## config.mk

```make
export PLATFORM = sky130hd
export DESIGN_NAME = fpt_flyback_pwm
export DESIGN_NICKNAME = d
export VERILOG_FILES = /design/src/fpt_pkg.sv /design/src/fpt_flyback_pwm.sv
export SDC_FILE = /design/constraint.sdc
export NUM_CORES = 1
export LEC_CHECK = 0
export ABC_AREA = 1
export BUFFER_PORTS_ARGS = -buffer_cell sky130_fd_sc_hd__buf_2
export CORE_ASPECT_RATIO = 1.4
export CORE_MARGIN = 3
export CORE_UTILIZATION = 57
export CTS_BUF_LIST = sky130_fd_sc_hd__clkbuf_8
export CTS_CLUSTER_SIZE = 30
export DETAILED_ROUTE_END_ITERATION = 7
export PLACE_DENSITY = 0.87
export SLEW_MARGIN = 5
export SYNTH_ARGS = -nofsm -noshare
export SYNTH_HDL_FRONTEND = slang
export SYNTH_SLANG_ARGS = --single-unit
```

## constraint.sdc

```tcl
create_clock -name i_core_clk -period 14.65 [get_ports i_core_clk]
set_input_delay 4.395 -clock i_core_clk [delete_from_list [all_inputs] [get_ports i_core_clk]]
set_output_delay 4.395 -clock i_core_clk [all_outputs]
set_load 0.03 [all_outputs]
```

## src/fpt_pkg.sv

```systemverilog
// constants for the flyback pwm timing block
// assumes a 25 MHz core clock and millivolt-coded feedback from an adc
package fpt_pkg;
    localparam int CLK_HZ = 25_000_000;
    localparam int SS_TIME_MS = 12;
    localparam int SS_CYCLES = SS_TIME_MS * (CLK_HZ / 1000);
    localparam int SS_STEPS = 4;
    localparam int JIT_TIME_MS = 4;
    localparam int JIT_CYCLES = JIT_TIME_MS * (CLK_HZ / 1000);
    localparam int NOM_FREQ_HZ = 100_000;
    localparam int MIN_FREQ_HZ = 25_000;
    localparam logic [9:0] NOM_PERIOD = 10'(CLK_HZ / NOM_FREQ_HZ);
    localparam logic [9:0] MAX_PERIOD = 10'(CLK_HZ / MIN_FREQ_HZ);
    localparam logic [9:0] JIT_AMP = 10'((CLK_HZ / NOM_FREQ_HZ) * 4 / 100);
    localparam int LEB_TIME_NS = 300;
    localparam logic [9:0] LEB_CYC = 10'((LEB_TIME_NS * (CLK_HZ / 1_000_000) + 999) / 1000);
    localparam logic [11:0] FB_KNEE_MV = 12'h6a4;
    localparam logic [9:0] SS_LIMIT_MV_0 = 10'h12c;
    localparam logic [9:0] SS_LIMIT_MV_1 = 10'h1d3;
    localparam logic [9:0] SS_LIMIT_MV_2 = 10'h279;
    localparam logic [9:0] NORMAL_PEAK_LIMIT_MV = 10'h320;

    typedef enum logic [1:0] {
        FPT_IDLE = 2'b00,
        FPT_SOFT = 2'b01,
        FPT_RUN = 2'b10
    } fpt_state_e;
endpackage : fpt_pkg

```

## src/fpt_flyback_pwm.sv

```systemverilog
// switching-cycle timing: soft-start, gate on/off, frequency reduction,
// jitter and slope-compensation window
// assumes comparators and supply detector are asynchronous analog outputs
`timescale 1ns/100ps

module fpt_flyback_pwm #(
    parameter int P_SS_CYCLES = fpt_pkg::SS_CYCLES,
    parameter int P_JIT_CYCLES = fpt_pkg::JIT_CYCLES
) (
    input wire logic i_core_clk,
    input wire logic i_srst,
    input wire logic i_supply_ok,
    input wire logic i_pwm_cmp,
    input wire logic i_peak_cmp,
    input wire logic i_regulated,
    input wire logic [11:0] i_feedback_voltage,
    input wire logic i_burst_mode,
    output logic o_gate,
    output logic [9:0] o_peak_limit_mv,
    output logic [9:0] o_period,
    output logic o_slope_comp_en,
    output logic [9:0] o_slope_ramp,
    output logic o_jitter_en,
    output logic o_softstart_done
);
    localparam logic [31:0] SS_STEP_LEN = 32'(P_SS_CYCLES / fpt_pkg::SS_STEPS);
    localparam logic [31:0] JIT_STEP_LEN = 32'(P_JIT_CYCLES / (4 * fpt_pkg::JIT_AMP));

    function automatic logic [9:0] ss_limit(input logic [1:0] step);
        case (step)
            2'h0: ss_limit = fpt_pkg::SS_LIMIT_MV_0;
            2'h1: ss_limit = fpt_pkg::SS_LIMIT_MV_1;
            2'h2: ss_limit = fpt_pkg::SS_LIMIT_MV_2;
            default: ss_limit = fpt_pkg::NORMAL_PEAK_LIMIT_MV;
        endcase
    endfunction : ss_limit

    function automatic logic [9:0] duty_end(input logic [9:0] per);
        duty_end = 10'((12'(per) * 12'h003) >> 2);
    endfunction : duty_end

    function automatic logic [9:0] slope_start(input logic [9:0] per);
        slope_start = 10'((12'(per) * 12'h002) / 12'h005);
    endfunction : slope_start

    // two-stage synchronisers; stage one feeds nothing but stage two
    logic [3:0] sync1;
    logic [3:0] sync2;
    always_ff @(posedge i_core_clk) begin
        if (i_srst) begin
            sync1 <= 4'h0;
            sync2 <= 4'h0;
        end else begin
            sync1 <= {i_regulated, i_peak_cmp, i_pwm_cmp, i_supply_ok};
            sync2 <= sync1;
        end
    end
    logic supply_s;
    logic pwm_s;
    logic peak_s;
    logic reg_s;
    assign supply_s = sync2[0];
    assign pwm_s = sync2[1];
    assign peak_s = sync2[2];
    assign reg_s = sync2[3];

    // sequencing state
    fpt_pkg::fpt_state_e state;
    fpt_pkg::fpt_state_e next_state;
    logic [31:0] ss_tick;
    logic [31:0] next_ss_tick;
    logic [1:0] ss_step;
    logic [1:0] next_ss_step;

    always_comb begin
        next_state = state;
        next_ss_tick = ss_tick;
        next_ss_step = ss_step;
        case (state)
            fpt_pkg::FPT_IDLE: begin
                next_ss_tick = 32'h0;
                next_ss_step = 2'h0;
                if (supply_s) begin
                    next_state = fpt_pkg::FPT_SOFT;
                end
            end
            fpt_pkg::FPT_SOFT: begin
                if (reg_s) begin
                    next_state = fpt_pkg::FPT_RUN;
                end else if (ss_tick == SS_STEP_LEN - 32'h1) begin
                    next_ss_tick = 32'h0;
                    if (ss_step == 2'h3) begin
                        next_state = fpt_pkg::FPT_RUN;
                    end else begin
                        next_ss_step = ss_step + 2'h1;
                    end
                end else begin
                    next_ss_tick = ss_tick + 32'h1;
                end
            end
            fpt_pkg::FPT_RUN: begin
                next_ss_tick = 32'h0;
            end
            default: begin
                next_state = fpt_pkg::FPT_IDLE;
            end
        endcase
        // a supply drop aborts everything, including the soft-start
        if (!supply_s) begin
            next_state = fpt_pkg::FPT_IDLE;
        end
    end

    always_ff @(posedge i_core_clk) begin
        if (i_srst) begin
            state <= fpt_pkg::FPT_IDLE;
            ss_tick <= 32'h0;
            ss_step <= 2'h0;
        end else begin
            state <= next_state;
            ss_tick <= next_ss_tick;
            ss_step <= next_ss_step;
        end
    end

    // jitter: triangle sweep of the period, 0..2*amp around nominal
    logic [31:0] jit_tick;
    logic [31:0] next_jit_tick;
    logic [9:0] jit_ofs;
    logic [9:0] next_jit_ofs;
    logic jit_up;
    logic next_jit_up;
    logic jit_run;
    assign jit_run = (state == fpt_pkg::FPT_RUN);

    always_comb begin
        next_jit_tick = jit_tick;
        next_jit_ofs = jit_ofs;
        next_jit_up = jit_up;
        if (!jit_run) begin
            next_jit_tick = 32'h0;
            next_jit_ofs = fpt_pkg::JIT_AMP;
            next_jit_up = 1'b1;
        end else if (jit_tick == JIT_STEP_LEN - 32'h1) begin
            next_jit_tick = 32'h0;
            if (jit_up) begin
                next_jit_ofs = jit_ofs + 10'h1;
                next_jit_up = (jit_ofs + 10'h1) != (fpt_pkg::JIT_AMP << 1);
            end else begin
                next_jit_ofs = jit_ofs - 10'h1;
                next_jit_up = (jit_ofs == 10'h1);
            end
        end else begin
            next_jit_tick = jit_tick + 32'h1;
        end
    end

    always_ff @(posedge i_core_clk) begin
        if (i_srst) begin
            jit_tick <= 32'h0;
            jit_ofs <= fpt_pkg::JIT_AMP;
            jit_up <= 1'b1;
        end else begin
            jit_tick <= next_jit_tick;
            jit_ofs <= next_jit_ofs;
            jit_up <= next_jit_up;
        end
    end

    // period choice from feedback; the floor clamps before jitter is added
    logic [11:0] fb_deficit;
    logic [10:0] base_period;
    logic [9:0] new_period;
    always_comb begin
        fb_deficit = 12'h0;
        if (i_feedback_voltage < fpt_pkg::FB_KNEE_MV) begin
            fb_deficit = fpt_pkg::FB_KNEE_MV - i_feedback_voltage;
        end
        base_period = 11'(fpt_pkg::NOM_PERIOD) + 11'(fb_deficit[11:1]);
        if (base_period > 11'(fpt_pkg::MAX_PERIOD)) begin
            base_period = 11'(fpt_pkg::MAX_PERIOD);
        end
        new_period = base_period[9:0] + jit_ofs - fpt_pkg::JIT_AMP;
    end

    // switching cycle
    logic [9:0] cyc_cnt;
    logic [9:0] next_cyc_cnt;
    logic [9:0] next_period;
    logic next_gate;
    logic next_slope_en;
    logic [9:0] next_slope_ramp;
    logic cycle_wrap;
    logic cmp_off;
    logic running;

    assign running = (state != fpt_pkg::FPT_IDLE);
    assign cycle_wrap = (cyc_cnt >= o_period - 10'h1);

    always_comb begin
        next_cyc_cnt = cyc_cnt + 10'h1;
        next_period = o_period;
        next_gate = o_gate;
        // comparator only looked at once blanking has elapsed
        cmp_off = (pwm_s || peak_s) && (cyc_cnt >= fpt_pkg::LEB_CYC);
        if (cycle_wrap) begin
            next_cyc_cnt = 10'h0;
            next_period = new_period;
            next_gate = running;
        end else if (!running || cmp_off || cyc_cnt >= duty_end(o_period)) begin
            next_gate = 1'b0;
        end
        next_slope_en = next_gate && !i_burst_mode
            && (next_cyc_cnt >= slope_start(next_period));
        next_slope_ramp = 10'h0;
        if (next_slope_en) begin
            next_slope_ramp = next_cyc_cnt - slope_start(next_period);
        end
    end

    always_ff @(posedge i_core_clk) begin
        if (i_srst) begin
            cyc_cnt <= 10'h0;
            o_period <= fpt_pkg::NOM_PERIOD;
            o_gate <= 1'b0;
            o_slope_comp_en <= 1'b0;
            o_slope_ramp <= 10'h0;
        end else begin
            cyc_cnt <= next_cyc_cnt;
            o_period <= next_period;
            o_gate <= next_gate;
            o_slope_comp_en <= next_slope_en;
            o_slope_ramp <= next_slope_ramp;
        end
    end

    // limit: stepped in soft-start, normal once the loop has taken over
    always_ff @(posedge i_core_clk) begin
        if (i_srst) begin
            o_peak_limit_mv <= fpt_pkg::SS_LIMIT_MV_0;
            o_jitter_en <= 1'b0;
            o_softstart_done <= 1'b0;
        end else begin
            o_peak_limit_mv <= (next_state == fpt_pkg::FPT_RUN)
                ? fpt_pkg::NORMAL_PEAK_LIMIT_MV : ss_limit(next_ss_step);
            o_jitter_en <= (next_state == fpt_pkg::FPT_RUN);
            o_softstart_done <= (next_state == fpt_pkg::FPT_RUN);
        end
    end
endmodule : fpt_flyback_pwm

```

==> results.py, run 1 <==
metrics = {
    "outcome": {
        "status": "finished, final reports clean",
    },
    "global_route": {
        "antenna_found_initial": 0,
        "grt_pass1_vias": 8308,
        "grt_pass1_wl_mm": 35.3,
        "track_usage_pct": 23.8,
        "overflow": 0,
        "grt_max_degree": 57,
    },
    "finish": {
        "layout_common_cells": "nand2_1, inv_1, nor2_1",
        "post_layout_nonfiller_instances": 1617,
        "antennaDiodeCount": 0,
        "postLayoutCoreUtil_pct": 63.7,
        "num-fill-cells": 1403,
        "area_delta_synth_final_pct": 9.13,
        "fin_nets": 1512,
        "layout-drive-gt1-share_pct": 11.0,
        "design_area_mm2": 0.00998,
        "layout_commonest_cell": "nand2_1",
    },
    "place": {
        "place_inst": 1585,
        "place_area_mm2": 0.00958,
        "dp_slack_ns": 1.12,
        "port_buffers": 52,
        "hpwl_mm": 15.4,
        "globalplace.congestion": 0.913,
    },
    "synth": {
        "synth_seq_cells": 127,
        "syn_area_per_cell_um2": 6.74,
        "synth_cell_types": 58,
        "syn_inst": 1356,
        "postSynth.asyncResetShare_pct": 0,
        "synth_edf_count": 0,
        "synth_area_mm2": 0.00914,
        "syn_nets": 1460,
        "synth_flop_cell": "dfxtp_1",
        "ys_seq_area_share_pct": 27.8,
        "synth_top_cell_area_share_pct": 27.8,
        "synth_top_area_cell": "dfxtp_1",
        "yosys-top-cells-area": "dfxtp_1, ha_1, nand2_1",
        "synth-warning-count": 0,
    },
    "floorplan": {
        "design.core.area_mm2": 0.0157,
        "ios": 53,
        "start_util_pct": 58.3,
        "row_count": 54,
        "design.die.area_mm2": 0.0176,
        "die-height_um": 156,
        "die_w_um": 113,
    },
    "timing": {
        "fin_ws_ns": 1.53,
        "hold_viol_final": 0,
        "rsz0062_at_grt": "false",
        "finalSetupViolCount": 0,
        "tightest_slew_ns": 0.623,
        "final.period_utilization_pct": 89.6,
        "drv_slew": 0,
        "fin_skew_ns": 0.0103,
        "layout_min_cycle_time_ns": 13.12,
        "slew_headroom_pct": 58.4,
        "setup_tns_ns": 0,
        "max_freq_mhz": 76.2,
    },
    "pwr": {
        "powerDensity_mw_per_mm2": 77.0,
        "seq_power_share_pct": 45.3,
        "peakVddDrop_uv": 81.4,
        "p_leak_nw": 4.40,
        "switchingPower_mw": 0.251,
        "p_clk_share_pct": 40.3,
        "combPwrFrac_pct": 14.4,
        "p_sw_share_pct": 32.7,
        "p_int_mw": 0.518,
    },
    "clock_tree": {
        "cts_resized": 0,
        "postCtsSetupBuffers": 0,
        "clk_pin_slew_worst_paths_ns": 0.09,
        "cts.htree.levels": 4,
        "cts_tree": "yes",
        "clockBufferDepth": 2,
        "cts_made_buffers": 17,
        "clock_sink_count": 127,
        "holdBufCountCts": 0,
        "clk_latency_ns": 0.47,
        "root_buffer": "clkbuf_8",
    },
    "route": {
        "wirelength_mm": 20.3,
        "drt-initial-drc-count": 433,
        "dr.pass1.iters": 5,
        "drc": 0,
        "antenna_left": 0,
        "wl_per_cell_um": 12.5,
        "via_count": 8704,
        "drt-vias-per-instance": 5.38,
    },
    "setup_path": {
        "path_max_fanout": 7,
        "cp_slowest_cell": "or4_1",
        "cp-end-kind": "flip-flop",
        "critPathKind": "input port to flip-flop",
        "required_ns": 15.05,
        "max_stage_delay_ns": 0.52,
        "start_kind": "input port",
        "arrival_ns": 13.52,
        "rrSetupSlack_ns": 6.62,
        "cpMostUsedCell": "nand2_1",
    },
    "min_path": {
        "hold_path.class": "flip-flop to flip-flop",
    },
    "job": {
        "drv_cap": 0,
    },
}
## layout make-up
| type | instances | area, µm² | area share [%] |
|---|---|---|---|
| Sequential cell | 127 | 2540 | 25.5 |
| Multi-Input combinational cell | 968 | 5600 | 56.2 |
| Tap cell | 196 | 245 | 2.46 |
| Clock buffer | 17 | 234 | 2.34 |
| Inverter | 238 | 895 | 8.97 |
| Clock inverter | 15 | 169 | 1.69 |
| Timing Repair Buffer | 56 | 290 | 2.91 |
## cells in the mapped netlist (all sizes together), types with 8 or more instances
library cell	instances
nor2	158
clkbuf	16
a21oi	98
dfxtp	127
nand3	82
ha	82
nand4	21
o21a	9
nor4	22
nor3	34
o21ai	66
inv	234
o211ai	8
nand2	281
xor2	41
## per-stage QoR
| stage | power, mW | hold slack [ns] |
|---|---|---|
| floorplan | 0.442 | 0.388 |
| global placement | 0.462 | 0.394 |
| detailed placement | 0.465 | 0.401 |
| CTS | 0.773 | 0.414 |
| global route | 0.805 | 0.443 |
| finish | 0.769 | 0.411 |
## worst paths after layout
check	start	end	depth (start not counted)
min	sync1[1]$_SDFF_PP0_	sync2[1]$_SDFF_PP0_	2
min reg2reg	sync1[1]$_SDFF_PP0_	sync2[1]$_SDFF_PP0_	2
max reg2reg	o_period[2]$_SDFF_PP0_	o_slope_ramp[1]$_SDFF_PP0_	54
max	i_feedback_voltage[0]	o_slope_ramp[1]$_SDFF_PP0_	72
## critical path, delay by kind of cell
| kind | cells | cell delay [ns] |
|---|---|---|
| and+or+nand+nor | 45 | 4.85 |
| xor gates and xnor gates | 1 | 0.20 |
| buffers and inverters | 10 | 0.99 |
| adders and majority gates | 6 | 1.41 |
| AOI/OAI and AO/OA | 10 | 1.68 |
## layer usage
| layer | part of all wire, % | GRT usage (%) |
|---|---|---|
| met5 | 0 | 0 |
| met1 | 42 | 26.4 |
| met3 | 4.1 | 4.89 |
| met4 | 2.3 | 9.97 |
| met2 | 52 | 43.6 |
## power groups by stage
stage	Clock, mW	Sequential [mW]	Combinational, mW
after floorplan	0	0.356	0.0860
after global placement	0	0.356	0.106
after detailed placement	0	0.356	0.109
after CTS	0.314	0.348	0.110
after global routing	0.329	0.349	0.128
final	0.310	0.348	0.111
## sequential cells by signal, indices dropped and copies added, names as in the netlist, 4 cells and up
register and count:
jit_tick 32, ss_tick 32, cyc_cnt 10, jit_ofs 10, o_period 10, o_slope_ramp 10, o_peak_limit_mv 7, sync1 4
sync2 4
## cell families after synthesis
kind of cell	count (synthesis)	share of synthesized area, %
AOI/OAI and AO/OA	221	14.1
buffers and inverters	261	10.9
adders and majority gates	85	11.9
xor gates and xnor gates	48	4.60
and+or+nand+nor	614	30.7
DFF	127	27.8
No activity file was read; power rests on OpenSTA's default activity.
==> run 2: changes to the inputs <==
Settings changed: RECOVER_POWER set to 50.
==> run 2 against run 1 <==
The run now ends with capacitance limit, slew limit left. Setup slack is essentially flat. Sequential power is essentially flat. Worst hold slack lost 0.0014 ns. Utilization shrank 0.17 points. Combinational power is essentially flat. Clock skew is essentially flat. Clock-buffer cell count is the same. Die area is the same. Clock power is essentially flat. Critical path type unchanged. Largest power group unchanged.
==> results.py, run 2 (synthesis gave the netlist of run 1 again) <==
metrics = {
    "outcome": {
        "status": "finished, violations left",
        "violations": "capacitance limit, slew limit",
    },
    "setup_path": {
        "cp-end-kind": "flip-flop",
        "arrival_ns": 13.53,
        "crit_path_start": "i_feedback_voltage[0]",
        "critPathKind": "input port to flip-flop",
        "start_kind": "input port",
        "reg2reg_from": "o_period[2]$_SDFF_PP0_",
        "rr_endpoint": "o_slope_ramp[1]$_SDFF_PP0_",
        "rrSetupSlack_ns": 6.63,
        "max_stage_delay_ns": 0.52,
        "required_ns": 15.06,
        "cpMostUsedCell": "nand2_1",
        "endpoint": "o_slope_ramp[1]$_SDFF_PP0_",
        "ff2ff_path_depth": 54,
        "cp_slowest_cell": "or4_1",
        "path_max_fanout": 7,
    },
    "timing": {
        "fin_ws_ns": 1.53,
        "rsz0062_at_grt": "false",
        "max_freq_mhz": 76.2,
        "hold_viol_final": 0,
        "finalSetupViolCount": 0,
        "layout_min_cycle_time_ns": 13.12,
        "tightest_slew_ns": 2.58,
        "fin_skew_ns": 0.0101,
        "setup_tns_ns": 0,
        "drv_slew": 57,
        "final.period_utilization_pct": 89.6,
        "slew_headroom_pct": -71.9,
    },
    "route": {
        "via_count": 8709,
        "dr.pass1.iters": 6,
        "wl_per_cell_um": 12.6,
        "wirelength_mm": 20.3,
        "drt-initial-drc-count": 413,
        "drc": 0,
        "drt-vias-per-instance": 5.39,
        "antenna_left": 0,
    },
    "floorplan": {
        "die-height_um": 156,
        "row_count": 54,
        "design.die.area_mm2": 0.0176,
        "start_util_pct": 58.3,
        "die_w_um": 113,
        "design.core.area_mm2": 0.0157,
        "ios": 53,
    },
    "pwr": {
        "powerDensity_mw_per_mm2": 77.3,
        "seq_power_share_pct": 45.3,
        "power_mw": 0.769,
        "p_sw_share_pct": 32.7,
        "p_int_mw": 0.517,
        "p_clk_share_pct": 40.4,
        "peakVddDrop_uv": 81.4,
        "combPwrFrac_pct": 14.4,
        "switchingPower_mw": 0.252,
        "p_leak_nw": 4.33,
    },
    "finish": {
        "seqCellArea_mm2": 0.00254,
        "post_layout_nonfiller_instances": 1617,
        "largestRegisters": "jit_tick x32, ss_tick x32",
        "antennaDiodeCount": 0,
        "postLayoutCoreUtil_pct": 63.5,
        "layout-drive-gt1-share_pct": 9.64,
        "multi_input_area_mm2": 0.00560,
        "fin_nets": 1512,
        "area_delta_synth_final_pct": 8.84,
        "layout_commonest_cell": "nand2_1",
        "layout_common_cells": "nand2_1, inv_1, nor2_1",
        "num-fill-cells": 1418,
    },
    "clock_tree": {
        "holdBufCountCts": 0,
        "clk_latency_ns": 0.47,
        "cts.htree.levels": 4,
        "clock_sink_count": 127,
        "cts_made_buffers": 17,
        "root_buffer": "clkbuf_8",
        "cts_tree": "yes",
        "clockBufferDepth": 2,
        "postCtsSetupBuffers": 0,
        "clk_pin_slew_worst_paths_ns": 0.09,
        "cts_resized": 0,
    },
    "min_path": {
        "hold_path.class": "flip-flop to flip-flop",
    },
    "job": {
        "drv_cap": 1,
    },
    "place": {
        "dp_slack_ns": 1.12,
        "place_inst": 1585,
        "globalplace.congestion": 0.913,
        "port_buffers": 52,
        "hpwl_mm": 15.4,
    },
    "global_route": {
        "grt_pass1_vias": 8308,
        "overflow": 0,
        "grt_pass1_wl_mm": 35.3,
        "track_usage_pct": 23.8,
        "grt_max_degree": 57,
        "antenna_found_initial": 0,
    },
}
## run 2: metrics by stage
| stage | hold WS (ns) | area [µm²] |
|---|---|---|
| detailed placement | 0.401 | 9580 |
| floorplan | 0.388 | 9140 |
| global placement | 0.394 | 9580 |
| global route | 0.443 | 9950 |
| CTS | 0.414 | 9980 |
| finish | 0.410 | 9950 |
## run 2: critical path: cells and delay by family
kind	cells	cell delay [ns]
simple gates	45	4.85
fa+ha+maj	6	1.41
xor+xnor	1	0.20
compound gates	10	1.69
buf+inv	10	1.00
## run 2: how the worst min path moves through the flow
stage                         from                   to  slack, ns  cells past startpoint
6_report       sync1[1]$_SDFF_PP0_  sync2[1]$_SDFF_PP0_       0.41                      2
5_1_grt        sync1[1]$_SDFF_PP0_  sync2[1]$_SDFF_PP0_       0.44                      2
4_1_cts        sync1[1]$_SDFF_PP0_  sync2[1]$_SDFF_PP0_       0.41                      2
3_5_place_dp   sync1[1]$_SDFF_PP0_  sync2[1]$_SDFF_PP0_       0.40                      2
3_3_place_gp   sync1[1]$_SDFF_PP0_  sync2[1]$_SDFF_PP0_       0.39                      2
2_1_floorplan  sync1[0]$_SDFF_PP0_  sync2[0]$_SDFF_PP0_       0.39                      2
## run 2: power by group through the flow
stage / clock network (mW) / logic (mW) / registers, mW
after floorplan: 0 / 0.0860 / 0.356
after global placement: 0 / 0.106 / 0.356
after detailed placement: 0 / 0.109 / 0.356
after CTS: 0.314 / 0.110 / 0.348
after global routing: 0.329 / 0.128 / 0.349
final: 0.310 / 0.110 / 0.348
## run 2: cell type report
class | count | share of cell area (%)
Multi-Input combinational cell | 968 | 56.3
Sequential cell | 127 | 25.5
Inverter | 238 | 8.99
Timing Repair Buffer | 56 | 2.65
Tap cell | 196 | 2.46
Clock buffer | 17 | 2.35
Clock inverter | 15 | 1.70
## run 2: routing by layer
metal	part of all wire [%]	up-vias	global-route usage [%]
met1	42	3933	26.4
met3	4.4	47	4.89
met2	51	210	43.6
met5	0	-	0
li1	-	4519	-
met4	2.5	0	9.97
==> run 3: changes to the inputs <==
Settings changed: CORE_MARGIN 3 to 4, GPL_ROUTABILITY_DRIVEN set to 0.
==> run 3 against run 2 <==
The run still ends with capacitance limit, slew limit left. Total power hardly changed. Sequential share of layout area hardly changed. Clock-buffer cell count stayed put. Critical endpoint is now o_slope_ramp[6]$_SDFF_PP0_.
==> results.py, run 3 (synthesis gave the netlist of run 1 again) <==
metrics = {
    "pwr": {
        "powerDensity_mw_per_mm2": 77.3,
        "p_leak_nw": 4.33,
        "peakVddDrop_uv": 69.3,
    },
    "route": {
        "routed-wl-met3_um": 940,
        "wl_per_cell_um": 12.7,
        "routed.top_layer": "met4",
        "drt-vias-per-instance": 5.41,
        "wirelength_mm": 20.5,
        "drt-met1-wl_mm": 8.27,
        "drc": 0,
        "wl_met2_mm": 10.8,
        "drt-initial-drc-count": 543,
        "dr.pass1.iters": 5,
        "antenna_left": 0,
        "via_count": 8745,
    },
    "setup_path": {
        "required_ns": 15.05,
        "arrival_ns": 13.46,
        "critPathKind": "input port to flip-flop",
        "start_kind": "input port",
        "cp-end-kind": "flip-flop",
        "cpMostUsedCell": "nand2_1",
        "max_stage_delay_ns": 0.53,
        "path_max_fanout": 7,
        "cp_slowest_cell": "or4_1",
    },
    "finish": {
        "fin_nets": 1512,
        "seqCellArea_mm2": 0.00254,
        "area_delta_synth_final_pct": 8.88,
        "layout_commonest_cell": "nand2_1",
        "multi_input_area_mm2": 0.00560,
        "largestRegisters": "jit_tick x32, ss_tick x32",
        "layout-drive-gt1-share_pct": 9.64,
        "num-fill-cells": 1410,
        "post_layout_nonfiller_instances": 1617,
        "antennaDiodeCount": 0,
        "layout_common_cells": "nand2_1, inv_1, nor2_1",
    },
    "timing": {
        "rsz0062_at_grt": "false",
        "hold_viol_final": 0,
        "tightest_slew_ns": 2.64,
        "final.period_utilization_pct": 89.2,
        "setup_tns_ns": 0,
        "finalSetupViolCount": 0,
        "slew_headroom_pct": -75.7,
        "fin_skew_ns": 0.0175,
        "max_freq_mhz": 76.5,
        "drv_slew": 57,
        "layout_min_cycle_time_ns": 13.06,
    },
    "floorplan": {
        "design.die.area_mm2": 0.0182,
        "die_w_um": 115,
        "ios": 53,
        "die-height_um": 158,
        "start_util_pct": 58.3,
        "row_count": 54,
        "design.core.area_mm2": 0.0157,
    },
    "outcome": {
        "violations": "capacitance limit, slew limit",
        "status": "finished, violations left",
    },
    "clock_tree": {
        "cts_tree": "yes",
        "cts_resized": 0,
        "cts_made_buffers": 17,
        "clockBufferDepth": 2,
        "clk_latency_ns": 0.47,
        "cts.htree.levels": 4,
        "postCtsSetupBuffers": 0,
        "clk_pin_slew_worst_paths_ns": 0.08,
        "holdBufCountCts": 0,
        "clock_sink_count": 127,
        "root_buffer": "clkbuf_8",
    },
    "global_route": {
        "overflow": 0,
        "grt_pass1_wl_mm": 35.5,
        "track_usage_pct": 23.4,
        "grt_max_degree": 57,
        "antenna_found_initial": 0,
        "grt_pass1_vias": 8443,
    },
    "place": {
        "port_buffers": 52,
        "hpwl_mm": 15.8,
        "place_inst": 1585,
    },
    "job": {
        "drv_cap": 1,
    },
    "min_path": {
        "hold_path.class": "flip-flop to flip-flop",
    },
}
[run 3: cell types whose count changed in the layout (fill, tap and decap cells not counted)]
cell	before	now
inv_8	6	3
clkinvlp_4	0	2
bufinv_16	0	1
clkinv_8	3	2
inv_6	3	4
[run 3: area by class of cell]
class                      count  area share [%]
multi-input combinational    968            56.3
timing repair buffer          56            2.65
inverter                     238            8.99
sequential                   127            25.5
tap                          196            2.46
clock inverter                15            1.73
clock buffer                  17            2.35
[run 3: metrics by stage]
step | power (mW) | util [%] | hold WS (ns) | worst slack [ns] | instance area, µm²
final | 0.770 | 63.5 | 0.409 | 1.59 | 9960
after global routing | 0.805 | 63.5 | 0.428 | 0.516 | 9960
after CTS | 0.774 | 63.7 | 0.408 | 1.62 | 9980
after detailed placement | 0.466 | 61.1 | 0.397 | 1.13 | 9580
after global placement | 0.462 | 61.1 | 0.392 | 1.52 | 9580
after floorplan | 0.442 | - | 0.388 | 2.42 | 9140
[run 3: per-layer routing]
| layer | GRT usage, % | vias to the layer above |
|---|---|---|
| met5 | 0 | - |
| met4 | 9.96 | 0 |
| met3 | 4.09 | 53 |
| met2 | 43.7 | 236 |
| met1 | 25.6 | 3942 |
| li1 | - | 4514 |
[run 3: critical path, delay by kind of cell]
kind	cells	cell delay (ns)
AO/OA/AOI/OAI	8	1.39
XOR/XNOR	1	0.16
adder cells (fa/ha/maj)	6	1.35
buffers and inverters	15	1.31
AND/OR/NAND/NOR	43	4.78
[run 3: final timing paths]
check        cells past startpoint                    endpoint                    from  slack [ns]
max                             73  o_slope_ramp[6]$_SDFF_PP0_   i_feedback_voltage[0]        1.59
min                              2         sync2[1]$_SDFF_PP0_     sync1[1]$_SDFF_PP0_        0.41
max reg2reg                     56  o_slope_ramp[6]$_SDFF_PP0_  o_period[2]$_SDFF_PP0_        6.68
min reg2reg                      2         sync2[1]$_SDFF_PP0_     sync1[1]$_SDFF_PP0_        0.41
[run 3: report_power, final]
part	switching, mW	leakage (nW)	internal, mW
Clock	0.167	0.199	0.143
Sequential	0.00137	1.03	0.347
Combinational	0.0711	3.10	0.0409
Total	0.240	4.33	0.530
